File: config.mk
export PLATFORM = sky130hd
export DESIGN_NAME = ssr_reset_gen
export DESIGN_NICKNAME = d
export VERILOG_FILES = /design/src/ssr_pkg.sv /design/src/ssr_filter.sv /design/src/ssr_reset_gen.sv
export SDC_FILE = /design/constraint.sdc
export NUM_CORES = 1
export LEC_CHECK = 0
export BUFFER_PORTS_ARGS = -buffer_cell sky130_fd_sc_hd__buf_4
export CORE_MARGIN = 2
export CORE_UTILIZATION = 56
export DETAILED_ROUTE_END_ITERATION = 8
export GPL_ROUTABILITY_DRIVEN = 0
export PLACE_DENSITY = 0.73
export SLEW_MARGIN = 20
export SYNTH_ARGS = -nofsm -noshare
export SYNTH_HDL_FRONTEND = slang
export SYNTH_SLANG_ARGS = --single-unit
File: constraint.sdc
create_clock -name mclk -period 2.3 [get_ports mclk]
set_clock_uncertainty 0.15 [all_clocks]
set_input_delay 0.23 -clock mclk [delete_from_list [all_inputs] [get_ports mclk]]
set_output_delay 0.23 -clock mclk [all_outputs]
set_load 0.1 [all_outputs]
File: src/ssr_pkg.sv
/*
  Package for the supply-supervisor reset generator: output variants, timing
  figures and derived cycle counts, reset values and the pin carrier struct.
  Assumes a single 10 MHz core clock.
*/
package ssr_pkg;

  localparam int unsigned CLK_HZ = 10_000_000;
  localparam int unsigned CLK_PERIOD_NS = 100;

  // Recovery period in ms, least time, rounds up
  localparam int unsigned REC_MS = 100;
  localparam int unsigned REC_CYC = (REC_MS * (CLK_HZ / 1000) + 0) == 0 ? 1 : REC_MS * (CLK_HZ / 1000);

  // Manual request hold time in ns, least time, rounds up
  localparam int unsigned MAN_HOLD_NS = 1500;
  localparam int unsigned MAN_HOLD_CYC = (MAN_HOLD_NS + CLK_PERIOD_NS - 1) / CLK_PERIOD_NS;

  // Supply transient filter window in ns, shortest dip that counts, rounds down
  localparam int unsigned GLITCH_NS = 20_000;
  localparam int unsigned GLITCH_CYC = (GLITCH_NS / CLK_PERIOD_NS) < 1 ? 1 : GLITCH_NS / CLK_PERIOD_NS;

  localparam logic RESET_ASSERTED = 1'b1;

  typedef enum logic [1:0] {
    SSR_LOW_PP    = 2'h0,
    SSR_LOW_OD    = 2'h1,
    SSR_HIGH_PP   = 2'h2,
    SSR_LOW_OD_MR = 2'h3
  } ssr_variant_e;

  typedef struct packed {
    logic o;
    logic oe;
  } ssr_pin_s;

endpackage

File: src/ssr_filter.sv
/*
  Level filter: the output follows the input only after the input has held a
  new level for HOLD consecutive cycles.
  Assumes the input is already synchronised to clk.
*/
`timescale 1ns/1ps
module ssr_filter #(
  parameter int unsigned HOLD = 2,
  parameter logic INIT = 1'b0
) (
  input wire logic mclk, // Core clock
  input wire logic rst_n, // Asynchronous reset, active low
  input wire logic din, // Synchronised level
  output logic dout // Filtered level
);

  localparam int unsigned CW = $clog2(HOLD + 1);

  logic [CW-1:0] cnt_r;
  logic dout_r;
  wire differ = din != dout_r;
  wire done = cnt_r >= CW'(HOLD - 1);

  initial begin
    if (HOLD < 1) $error("ssr_filter: HOLD must be at least 1");
  end

  always_ff @(posedge mclk or negedge rst_n) begin
    if (!rst_n) begin
      cnt_r <= '0;
      dout_r <= INIT;
    end else if (!differ) begin
      cnt_r <= '0;
    end else if (done) begin
      cnt_r <= '0;
      dout_r <= din;
    end else begin
      cnt_r <= cnt_r + CW'(1);
    end
  end

  assign dout = dout_r;

endmodule

File: src/ssr_reset_gen.sv
/*
  Supply-supervisor reset generator: filters the undervoltage indication,
  optionally senses manual pull-downs on the shared reset pin, and holds the
  reset output for the recovery period.
  Assumes undervoltage comes asynchronously from a comparator and the pad
  resolves the pin from o/oe with a weak pull-up for open-drain variants.
*/
`timescale 1ns/1ps
module ssr_reset_gen
  import ssr_pkg::*;
#(
  parameter ssr_variant_e VARIANT = SSR_LOW_OD_MR,
  parameter int unsigned REC_CYCLES = REC_CYC,
  parameter int unsigned MAN_CYCLES = MAN_HOLD_CYC,
  parameter int unsigned FILT_CYCLES = GLITCH_CYC
) (
  input wire logic mclk, // Free-running internal clock
  input wire logic rst_n, // Asynchronous reset, active low
  input wire logic undervolt, // Comparator: supply below threshold
  input wire logic pin_i, // Sensed level of the reset pin
  output logic pin_o, // Reset pin drive value
  output logic pin_oe, // Reset pin drive enable
  output logic reset_active // Internal reset state, high while asserted
);

  localparam int unsigned RW = $clog2(REC_CYCLES + 1);
  localparam logic IS_OD = (VARIANT == SSR_LOW_OD) || (VARIANT == SSR_LOW_OD_MR);
  localparam logic HAS_MR = VARIANT == SSR_LOW_OD_MR;

  initial begin
    if (REC_CYCLES < 1 || MAN_CYCLES < 1 || FILT_CYCLES < 1) $error("ssr_reset_gen: counts must be at least 1");
  end

  typedef enum logic [2:0] {
    ST_HOLD = 3'h1,
    ST_RECOVER = 3'h2,
    ST_RUN = 3'h4
  } ssr_state_e;

  // Two-stage synchronisers for asynchronous inputs
  logic [1:0] uv_sync_r;
  logic [1:0] pin_sync_r;
  always_ff @(posedge mclk or negedge rst_n) begin
    if (!rst_n) begin
      uv_sync_r <= 2'h3;
      pin_sync_r <= 2'h3;
    end else begin
      uv_sync_r <= {uv_sync_r[0], undervolt};
      pin_sync_r <= {pin_sync_r[0], pin_i};
    end
  end

  // Supply dips must persist for the filter window to count
  logic uv_filt;
  ssr_filter #(.HOLD(FILT_CYCLES), .INIT(1'b1)) u_uv_filt (
    .mclk(mclk),
    .rst_n(rst_n),
    .din(uv_sync_r[1]),
    .dout(uv_filt)
  );

  logic pin_oe_r;
  logic pin_o_r;
  logic reset_r;
  logic [1:0] oe_hist_r;
  logic mr_filt;
  logic [RW-1:0] rec_cnt_r;
  ssr_state_e state_r;
  ssr_state_e state_nxt;

  // Pin low while we have not driven it for the last sync span is an outside pull
  wire ext_low_raw = HAS_MR && !pin_sync_r[1] && !pin_oe_r && (oe_hist_r == 2'h0);

  // Debounce: a pull counts only after MAN_CYCLES of steady low; shorter pulses are lost
  ssr_filter #(.HOLD(MAN_CYCLES), .INIT(1'b0)) u_mr_deb (
    .mclk(mclk),
    .rst_n(rst_n),
    .din(ext_low_raw),
    .dout(mr_filt)
  );

  // The line is left to the outside pull while it lasts so that its release is seen;
  // the line reads high for the sync span before our own drive takes over
  wire man_hold = mr_filt && ext_low_raw;
  wire hold_req = uv_filt || man_hold;
  wire rec_done = rec_cnt_r >= RW'(REC_CYCLES - 1);

  always_comb begin
    state_nxt = state_r;
    unique case (state_r)
      ST_HOLD: begin
        if (!hold_req) state_nxt = ST_RECOVER;
      end
      ST_RECOVER: begin
        if (hold_req) state_nxt = ST_HOLD;
        else if (rec_done) state_nxt = ST_RUN;
      end
      ST_RUN: begin
        if (hold_req) state_nxt = ST_HOLD;
      end
    endcase
  end

  always_ff @(posedge mclk or negedge rst_n) begin
    if (!rst_n) begin
      state_r <= ST_HOLD;
      rec_cnt_r <= '0;
    end else begin
      state_r <= state_nxt;
      rec_cnt_r <= (state_r == ST_RECOVER && !hold_req) ? rec_cnt_r + RW'(1) : '0;
    end
  end

  // Output drive per variant
  wire assert_nxt = state_nxt != ST_RUN;
  wire o_nxt = (VARIANT == SSR_HIGH_PP) ? assert_nxt : !assert_nxt;
  wire oe_nxt = IS_OD ? (assert_nxt && !man_hold) : 1'b1;

  always_ff @(posedge mclk or negedge rst_n) begin
    if (!rst_n) begin
      reset_r <= RESET_ASSERTED;
      pin_o_r <= (VARIANT == SSR_HIGH_PP) ? 1'b1 : 1'b0;
      pin_oe_r <= 1'b1;
      oe_hist_r <= 2'h3;
    end else begin
      reset_r <= assert_nxt;
      pin_o_r <= o_nxt;
      pin_oe_r <= oe_nxt;
      oe_hist_r <= {oe_hist_r[0], pin_oe_r};
    end
  end

  assign pin_o = pin_o_r;
  assign pin_oe = pin_oe_r;
  assign reset_active = reset_r;

endmodule

Word-level counts from Yosys, hierarchy flattened
Index checks and enable logic that the tools add are counted.

word-level totals
  output and inout port bits = 3
  input port bits = 4
  flip-flop bits (word level) = 46
  word-level logic and storage cells = 48

operators by class
  muxes and demuxes = 10
  reduce and logical (&&, ||, !) cells = 14
  $add $sub $neg = 3
  $lt $le $gt $ge = 3
  equal/unequal tests = 6

operators by type and width
  operator                                                               number
  20-bit by 1-bit adder with 20-bit output, second input constant        1
  20-bit >= comparator, second input constant                            1
  20-bit 2-to-1 mux                                                      1
  8-bit 2-to-1 mux                                                       2
  3-bit 2-to-1 mux                                                       4
  3-bit case mux with 3 select lines                                     1
  8-bit by 1-bit adder with 8-bit output, second input constant          1
  8-bit >= comparator, second input constant                             1
  4-bit 2-to-1 mux                                                       2
  1-bit logical AND                                                      5
  1-bit logical NOT                                                      5
  4-bit by 1-bit adder with 4-bit output, second input constant          1
  4-bit >= comparator, second input constant                             1
  2-bit AND reduction                                                    2
  3-bit by 1-bit equality test with 1-bit output, second input constant  1
  3-bit by 2-bit equality test with 1-bit output, second input constant  1
  3-bit equality test, second input constant                             1
  3-bit != test, second input constant                                   1
  2-bit logical NOT                                                      1
  1-bit != test                                                          2
  1-bit logical OR                                                       1

Depth between registers and ports, before layout
Gate-level depths: netlist of the first run.

  depth after elaboration = 9
  gate-level depth with buffers = 6

Cells and area by module
Synthesis of the first run repeated with hierarchy kept, for this count alone.

second synthesis, totals
  cell total of the unflattened synthesis = 193
  area, all modules = 2,138.3 um^2

modules (own cells, without submodules)
  module                  area each (um^2)  instances  cells an instance
  ssr_reset_gen           1,463.9           1          135
  ssr_filter (u_uv_filt)  444.2             1          41
  ssr_filter (u_mr_deb)   230.2             1          17

Least setup slack after synthesis of the first run
OpenSTA, ideal clock, no wires.

  path type = flip-flop to flip-flop
  from = reg pin_oe_r (netlist: pin_oe)
  to = reg rec_cnt_r[10]
  cell stages (with the launch flop) = 7
  required time = 2.078 ns
  setup slack = -0.019 ns
  arrival = 2.097 ns
  path through = dfstp_2 -> nor4_1 -> ha_1 -> nor3_1 -> nand3_1 -> clkbuf_1 -> nor2_1

between the ends
  word-level cells in the longest chain between the ends = 8

RTL lines
  element                         RTL line              text
  start, declared                 ssr_reset_gen.sv:62   logic pin_oe_r;
  start signal, assigned          ssr_reset_gen.sv:128  pin_oe_r <= oe_nxt;
  1-bit logical NOT               ssr_reset_gen.sv:72   wire ext_low_raw = HAS_MR && !pin_sync_r[1] && !pin_oe_r && (oe_hist_r == 2'h0);
  1-bit logical AND (2 in a row)  ssr_reset_gen.sv:72
  named net ext_low_raw           ssr_reset_gen.sv:72
  1-bit logical AND               ssr_reset_gen.sv:84   wire man_hold = mr_filt && ext_low_raw;
  1-bit logical OR                ssr_reset_gen.sv:85   wire hold_req = uv_filt || man_hold;
  1-bit logical NOT               ssr_reset_gen.sv:110  rec_cnt_r <= (state_r == ST_RECOVER && !hold_req) ? rec_cnt_r + RW'(1) : '0;
  1-bit logical AND               ssr_reset_gen.sv:110
  20-bit 2-to-1 mux               ssr_reset_gen.sv:110
  end signal, assigned            ssr_reset_gen.sv:110
  end, declared                   ssr_reset_gen.sv:67   logic [RW-1:0] rec_cnt_r;

The timed path passes the listed nets, and every way through them passes these cells.
A chain may end at the register's enable or synchronous reset.

Worst setup path after layout of the first run
  from = reg rec_cnt_r[2]
  to = reg rec_cnt_r[18]

between the ends
  word-level cells in the longest chain between the ends = 2

RTL lines
  element                                   RTL line
  20-bit by 1-bit adder with 20-bit output  ssr_reset_gen.sv:110
  20-bit 2-to-1 mux                         ssr_reset_gen.sv:110

No other way between the ends.

==> impl_metrics.yaml, run 1 <==
die:
  rows: 22
  die_h_um: 66.4
  core_um2: 3720
  initial_utilization_pct: 58.7
  die_w_um: 66.4
  pin_count: 7
  die_area_um2: 4410
timing:
  rsz0062_at_grt: "no"
  finalCritPeriodShare_pct: 85.7
  maxSlewHeadroom_pct: 62.5
  hold_violations: 0
  timing.hold.ws_ns: 0.208
  tns_ns: 0
  max_clock_freq_mhz: 507
  final_max_slew_viol_count: 0
  worstMarginPinSlew_ns: 0.562
  min_period_ns: 1.97
  final-setup-viol-count: 0
grt:
  grt_max_degree: 47
  antenna_found_initial: 0
  grt_pass1_vias: 1613
  globalRouteOverflowTotal: 0
  grt_pass1_wl_um: 7090
  track_usage_pct: 21.5
placed_design:
  placement.io_buffers: 6
  place_hpwl_um: 2640
route:
  drt_iter0_drc: 66
  drc: 0
  ant_nets: 0
  drt_pre_antenna_iters: 4
  num_vias: 1553
  wl_per_cell_um: 14.4
  drt_wl_total_um: 3800
  routed_via_density: 5.88
pwr:
  p_per_area_nw_per_um2: 569
  peakVddDrop_mv: 0.438
  p_leak_nw: 1.04
synth:
  yosysTopAreaCell: "dfrtp_1"
  yosysSeqAreaShare_pct: 53.3
  ys_async_sr_fraction_pct: 100
  synth-edff-count: 0
  synthesis.area_um2: 2180
  synth_nets: 214
  synth_cell_types: 41
  netlist.area_leader.share_pct: 41.3
  synth_common_cells: "dfrtp_1, nor2_1, xor2_1"
  synth_top_cells_by_area: "dfrtp_1, dfstp_2, xor2_1"
  synth-seq-cells: 46
  avgSynthCellArea_um2: 10.6
  syn_inst: 205
  ys.flop_type: "dfrtp_1"
  yosys_warnings: 0
  yosysMostFrequentCell: "dfrtp_1"
clocking:
  cts.sinks: 46
  clkTransAtPathRegs_ns: 0.08
  cts_tree: "yes"
  cts_htree_levels: 2
  post_cts_resized: 0
  clk_latency_ns: 0.30
  clockBufferDepth: 2
  root_buffer: "clkbuf_8"
  cts_buffers: 5
hold_path:
  min_path_type: "reg -> reg"
  hp-start: "uv_sync_r[0]"
  min_to: "uv_sync_r[1]"
  holdPathStages: 0
critical_path:
  endpoint_kind: "flop"
  start_kind: "flop"
  r2r_slack_ns: 0.33
  path_class: "reg -> reg"
  r2r_cells: 4
  worstReg2RegEnd: "rec_cnt_r[18]"
  crit_fanout: 9
  cpMaxStageDelayCell: "or4_1"
  r2r-start: "rec_cnt_r[2]"
  worstPathArrival_ns: 2.05
  crit_required_ns: 2.37
  cpPeakStageDelay_ns: 0.52
  path_cells: "and4_1 > nand3_2 > or4_1 > a21oi_1"
outcome:
  run_status: "finished clean"
final_layout:
  antennaDiodeCount: 0
  syn2layout_area_growth_pct: 9.06
  fillerInstances: 325
  drive_gt1_share_pct: 14.8
  final_nets: 224
job:
  maxCapViolCount: 0
-- per-layer routing --
metal  share of wire, %  up-vias  track usage (%)
met5                  0        -                0
met4                2.2        0             10.7
met3                2.1        7             4.26
met2                 51       24             37.1
met1                 45      772             25.4
li1                   -      750                -
-- area by class of cell --
cell class,instances,area (um2),area share [%]
sequential,46,1170,49.1
clock buffer,7,86.3,3.63
timing repair buffer,11,90.1,3.79
clock inverter,1,5.00,0.210
tap,48,60.1,2.52
inverter,6,22.5,0.946
multi-input combinational,145,948,39.9
-- timing repair --
| item | 4_1_cts | 5_1_grt |
|---|---|---|
| hold endpoints to repair | 38 | 0 |
| hold buffers | 3 | 0 |
| buffers inserted | 0 | 0 |
-- cells in the final DEF, fill, tap and decap left out, drive strengths merged, types with 2 or more instances in the layout --
cell type    instances
dfrtp               36
nor2                25
nand3               13
xor2                12
nand2               11
dfstp               10
a21oi                8
buf                  8
or4                  7
o31ai                7
clkbuf               7
inv                  6
o21ai                6
and2                 6
and3                 5
nand4                5
ha                   5
xnor2                4
and4                 3
nand2b               3
nor3                 3
dlygate4sd3          3
a211oi               2
o2111ai              2
o211ai               2
a31oi                2
mux2i                2
or3                  2
mux2                 2
-- through the flow --
step | instances | area [um2] | total power [mW] | util, % | worst slack (ns)
floorplan | 205 | 2190 | 0.848 | - | 0.0983
global placement | 253 | 2260 | 0.869 | 60.8 | 0.412
detailed placement | 253 | 2260 | 0.870 | 60.8 | 0.356
CTS | 264 | 2380 | 1.38 | 64.0 | 0.339
global route | 264 | 2380 | 1.41 | 64.0 | 0.174
finish | 264 | 2380 | 1.35 | 64.0 | 0.328
-- flip-flops by register name, indices dropped and copies added, names as in the netlist --
name	flops
u_uv_filt.cnt_r	8
oe_hist_r	2
u_mr_deb.cnt_r	4
state_r	3
uv_sync_r	2
pin_oe	1
u_uv_filt.dout	1
pin_o	1
reset_active	1
pin_sync_r	2
rec_cnt_r	20
u_mr_deb.dout	1
-- worst max-delay path by stage --
stage / startpoint / cells after the start / endpoint / slack [ns]
after floorplan: pin_oe / 6 / rec_cnt_r[10] / 0.1
after global placement: pin_oe / 4 / u_mr_deb.dout / 0.41
after detailed placement: pin_oe / 5 / rec_cnt_r[16] / 0.36
after CTS: rec_cnt_r[2] / 4 / rec_cnt_r[18] / 0.34
after global routing: pin_oe / 6 / rec_cnt_r[19] / 0.17
final: rec_cnt_r[2] / 4 / rec_cnt_r[18] / 0.33
-- critical path: cells and delay by family (launching register included) --
| kind | cells | cell delay (ns) |
|---|---|---|
| simple gates | 3 | 1.15 |
| flops | 1 | 0.43 |
| compound gates | 1 | 0.16 |
-- report_power, final --
part	leakage (nW)	internal, mW	total [mW]	switching [mW]
logic	0.405	0.0113	0.0335	0.0222
clock network	0.0482	0.242	0.496	0.254
registers	0.590	0.819	0.824	0.00491
-- cell families (layout without fill, tap and decap cells) --
group / count (synthesis) / count (layout) / share of synthesized area, %
compound gates: 35 / 35 / 11.4
xor+xnor: 16 / 16 / 6.42
fa+ha+maj: 5 / 5 / 2.87
buf+inv: 14 / 25 / 3.21
flops: 46 / 46 / 53.3
mux: 4 / 4 / 1.95
simple gates: 85 / 85 / 20.9
(Power assumes the default switching activity.)
==> inputs of run 2 (changes only) <==
- CORE_MARGIN: 2 -> 5
==> run 2 against run 1 <==
Die area grew 19%. Non-clock buffer count unchanged. Design area unchanged. Routed wire length is 1.2% higher. Combinational power about the same. Power down 0.44%. Largest cell class unchanged. Register-to-register slack about the same. Clock power decreased by 1%. Largest power group unchanged. Count of clock-buffer cells in the layout unchanged. Sequential power about the same. Fmax barely moved.
==> impl_metrics.yaml, run 2 (same netlist as run 1, synthesis figures left out) <==
outcome:
  run_status: "finished clean"
final_layout:
  fillerInstances: 295
  drive_gt1_share_pct: 14.8
  post-route-util_pct: 64.0
  final_cell_mix: "dfrtp_1, nor2_1, xor2_1"
  syn2layout_area_growth_pct: 9.06
  fin_area_um2: 2380
  antennaDiodeCount: 0
  largest_registers: "rec_cnt_r (20), u_uv_filt.cnt_r (8), u_mr_deb.cnt_r (4)"
  largest-register: "rec_cnt_r"
  final_common_cell: "dfrtp_1"
  largest_register_ffs: 20
  final_nets: 224
critical_path:
  crit_fanout: 4
  endpoint_kind: "flop"
  path_class: "reg -> reg"
  start_kind: "flop"
  worstPathArrival_ns: 2.04
  crit_required_ns: 2.36
clocking:
  root_buffer: "clkbuf_8"
  cts_tree: "yes"
  post_cts_resized: 0
  clockBufferDepth: 2
  holdBufCountCts: 3
  clk_latency_ns: 0.29
  cts.sinks: 46
  cts_buffers: 5
  postCtsSetupRepairBufs: 0
  clkTransAtPathRegs_ns: 0.08
  cts_htree_levels: 2
job:
  maxCapViolCount: 0
grt:
  grt_max_degree: 47
  antenna_found_initial: 0
  grt_pass1_wl_um: 6780
  globalRouteOverflowTotal: 0
  grt_pass1_vias: 1487
  track_usage_pct: 16.4
timing:
  rsz0062_at_grt: "no"
  tns_ns: 0
  finalCritPeriodShare_pct: 85.8
  worst_slack_ns: 0.327
  final_max_slew_viol_count: 0
  maxSlewHeadroom_pct: 63.2
  final-setup-viol-count: 0
  max_clock_freq_mhz: 507
  worstMarginPinSlew_ns: 0.552
  hold_violations: 0
  min_period_ns: 1.97
route:
  ant_nets: 0
  drt_wl_total_um: 3840
  num_vias: 1540
  wl_per_cell_um: 14.6
  drc: 0
  drt_iter0_drc: 85
  drt_pre_antenna_iters: 4
  routed_via_density: 5.83
pwr:
  p_per_area_nw_per_um2: 566
  p_leak_nw: 1.04
  peakVddDrop_mv: 0.301
  power_mw: 1.35
placed_design:
  placement.io_buffers: 6
  pre_cts_ws_ns: 0.337
  place_hpwl_um: 2680
  dpl-instance-area_um2: 2260
die:
  core_um2: 3720
  die_h_um: 72.4
  initial_utilization_pct: 58.7
  rows: 22
  pin_count: 7
  die_w_um: 72.4
  die_area_um2: 5240
hold_path:
  min_path_type: "reg -> reg"
-- run 2: cell counts in the layout (fill, tap and decap cells not counted) --
Identical to the previous run, type by type.
-- run 2: power breakdown --
group          switching [mW]  total (mW)  internal (mW)
clock                   0.248       0.490          0.242
combinational          0.0224      0.0338         0.0115
sequential            0.00525       0.824          0.819
-- run 2: worst paths after layout --
path,cells past startpoint,startpoint,slack [ns],end
min in group asynchronous,2,rst_n,0.33,u_mr_deb.cnt_r[0]
max in group asynchronous,2,rst_n,1.29,state_r[0]
worst min register to register,0,pin_sync_r[0],0.21,pin_sync_r[1]
worst min-delay path,0,pin_sync_r[0],0.21,pin_sync_r[1]
worst max register to register,5,pin_oe,0.33,rec_cnt_r[16]
worst max-delay path,5,pin_oe,0.33,rec_cnt_r[16]
-- run 2: worst max-delay path, stage by stage, from the launching register on --
cell     delay, ns
dfstp_4       0.63
nor4_1        0.06
ha_1          0.23
or3_1         0.37
or3_1         0.32
mux2i_1       0.14
-- run 2: final cells by class --
class	instances	area (um2)	share of cell area [%]
clock buffer	7	86.3	3.63
clock inverter	1	5.00	0.210
inverter	6	22.5	0.946
multi-input combinational	145	948	39.9
sequential	46	1170	49.1
tap	48	60.1	2.52
timing repair buffer	11	90.1	3.79
-- run 2: layer usage --
layer / up-vias / track usage, % / part of all wire (%)
met1: 748 / 21.2 / 46
met2: 32 / 26.2 / 48
met3: 11 / 4.02 / 3.9
li1: 749 / - / -
met5: - / 0 / 0
met4: 0 / 6.97 / 1.9
-- run 2: metrics by stage --
stage / hold WS [ns] / instances
6_report: 0.210 / 264
5_1_grt: 0.213 / 264
4_1_cts: 0.211 / 264
3_5_place_dp: 0.109 / 253
3_3_place_gp: 0.0964 / 253
2_1_floorplan: -0.216 / 205
==> inputs of run 3 (changes only) <==
- CORE_MARGIN: 5 -> not set
==> run 3 against run 2 <==
Setup slack worse by 0.092 ns. Critical endpoint is now rec_cnt_r[13]. Via count up 3.7%. Final cell count down 0.38%. Largest power group unchanged. Count of clock-buffer cells in the layout down 2. Worst hold slack worse by 0.0085 ns. Largest cell class unchanged.
==> impl_metrics.yaml, run 3 (same netlist as run 1, synthesis figures left out) <==
final_layout:
  register_area_um2: 1170
  multi_input_area_um2: 948
  largest-register: "rec_cnt_r"
  final_common_cell: "dfrtp_1"
  fin_area_um2: 2370
  drive_gt1_share_pct: 14.9
  final_nets: 223
  syn2layout_area_growth_pct: 8.83
  antennaDiodeCount: 0
  final_cell_mix: "dfrtp_1, nor2_1, xor2_1"
  fillerInstances: 307
  largest_register_ffs: 20
  largest_registers: "rec_cnt_r (20), u_uv_filt.cnt_r (8), u_mr_deb.cnt_r (4)"
die:
  die_h_um: 64.4
  die_w_um: 64.4
  rows: 22
  die_area_um2: 4150
  core_um2: 3690
  pin_count: 7
  initial_utilization_pct: 59.2
grt:
  track_usage_pct: 22.3
  grt_pass1_wl_um: 7040
  grt_pass1_vias: 1658
  antenna_found_initial: 0
  grt_max_degree: 47
  globalRouteOverflowTotal: 0
critical_path:
  crit_fanout: 17
  cpMaxStageDelayCell: "dfstp_4"
  worstPathArrival_ns: 2.14
  cpPeakStageDelay_ns: 0.64
  endpoint_kind: "flop"
  crit_buf_inv: 1
  path_cells: "nor4_1 > ha_1 > nor3_1 > nand3_1 > buf_4 > a21oi_1"
  crit_required_ns: 2.38
  crit_family: "flip-flops"
  path_class: "reg -> reg"
  start_kind: "flop"
route:
  drt_pre_antenna_iters: 4
  ant_nets: 0
  drt_iter0_drc: 150
  wl_per_cell_um: 15.2
  drc: 0
  drt_wl_total_um: 3990
  num_vias: 1597
  routed_via_density: 6.07
pwr:
  p_leak_nw: 1.03
  p_per_area_nw_per_um2: 574
  power_mw: 1.36
  peakVddDrop_mv: 0.417
placed_design:
  dpl-instance-area_um2: 2250
  place_hpwl_um: 2810
  placement.io_buffers: 6
timing:
  final_max_slew_viol_count: 0
  maxSlewHeadroom_pct: 63.2
  max_clock_freq_mhz: 484
  worstMarginPinSlew_ns: 0.553
  finalCritPeriodShare_pct: 89.8
  rsz0062_at_grt: "no"
  final-setup-viol-count: 0
  min_period_ns: 2.06
  tns_ns: 0
  hold_violations: 0
clocking:
  clkTransAtPathRegs_ns: 0.09
  cts_tree: "yes"
  root_buffer: "clkbuf_8"
  cts_htree_levels: 2
  clk_latency_ns: 0.30
  cts.sinks: 46
  cts_buffers: 5
  postCtsSetupRepairBufs: 0
  clockBufferDepth: 2
job:
  maxCapViolCount: 0
hold_path:
  min_path_type: "reg -> reg"
outcome:
  run_status: "finished clean"
==> run 3: worst reg2reg max path: stages, from the launching register on <==
cell and delay [ns]:
dfstp_4 0.64, nor4_1 0.07, ha_1 0.23, nor3_1 0.40
nand3_1 0.14, buf_4 0.21, a21oi_1 0.14
==> run 3: area by class of cell <==
type,instances,share of cell area (%)
multi-input combinational,145,39.9
timing repair buffer,10,3.48
clock inverter,3,1.05
clock buffer,5,2.90
inverter,6,0.948
tap,48,2.53
sequential,46,49.2
==> run 3: worst paths after layout <==
path,to,slack [ns],from,depth (start not counted)
setup / recovery,rec_cnt_r[13],0.24,pin_oe,6
max in group asynchronous,u_uv_filt.dout,1.31,rst_n,2
setup reg to reg,rec_cnt_r[13],0.24,pin_oe,6
hold reg to reg,pin_sync_r[1],0.20,pin_sync_r[0],0
hold / removal,pin_sync_r[1],0.20,pin_sync_r[0],0
min in group asynchronous,rec_cnt_r[17],0.30,rst_n,2
==> run 3: what timing repair did <==
action	4_1_cts	5_1_grt
hold endpoints to repair	38	0
gates resized for setup	0	0
hold buffers	3	0
==> run 3: stage by stage <==
stage	hold WS (ns)	instances	setup WS [ns]	utilization, %
after floorplan	-0.216	205	0.0983	-
after global placement	0.0906	252	0.412	61.0
after detailed placement	0.113	252	0.272	61.0
after CTS	0.206	263	0.255	64.4
after global routing	0.213	263	0.146	64.4
final	0.202	263	0.236	64.4
==> run 3: layer usage <==
layer | global-route usage (%) | part of all wire [%] | wire length, um
met4 | 11.9 | 1.6 | 64
met3 | 6.51 | 3.4 | 137
met2 | 38.4 | 53 | 2100
met5 | 0 | 0 | 0
met1 | 24.7 | 42 | 1690
==> run 3: power by group <==
| part | switching [mW] | internal [mW] |
|---|---|---|
| clock | 0.285 | 0.219 |
| sequential | 0.00457 | 0.819 |
| combinational | 0.0226 | 0.0116 |
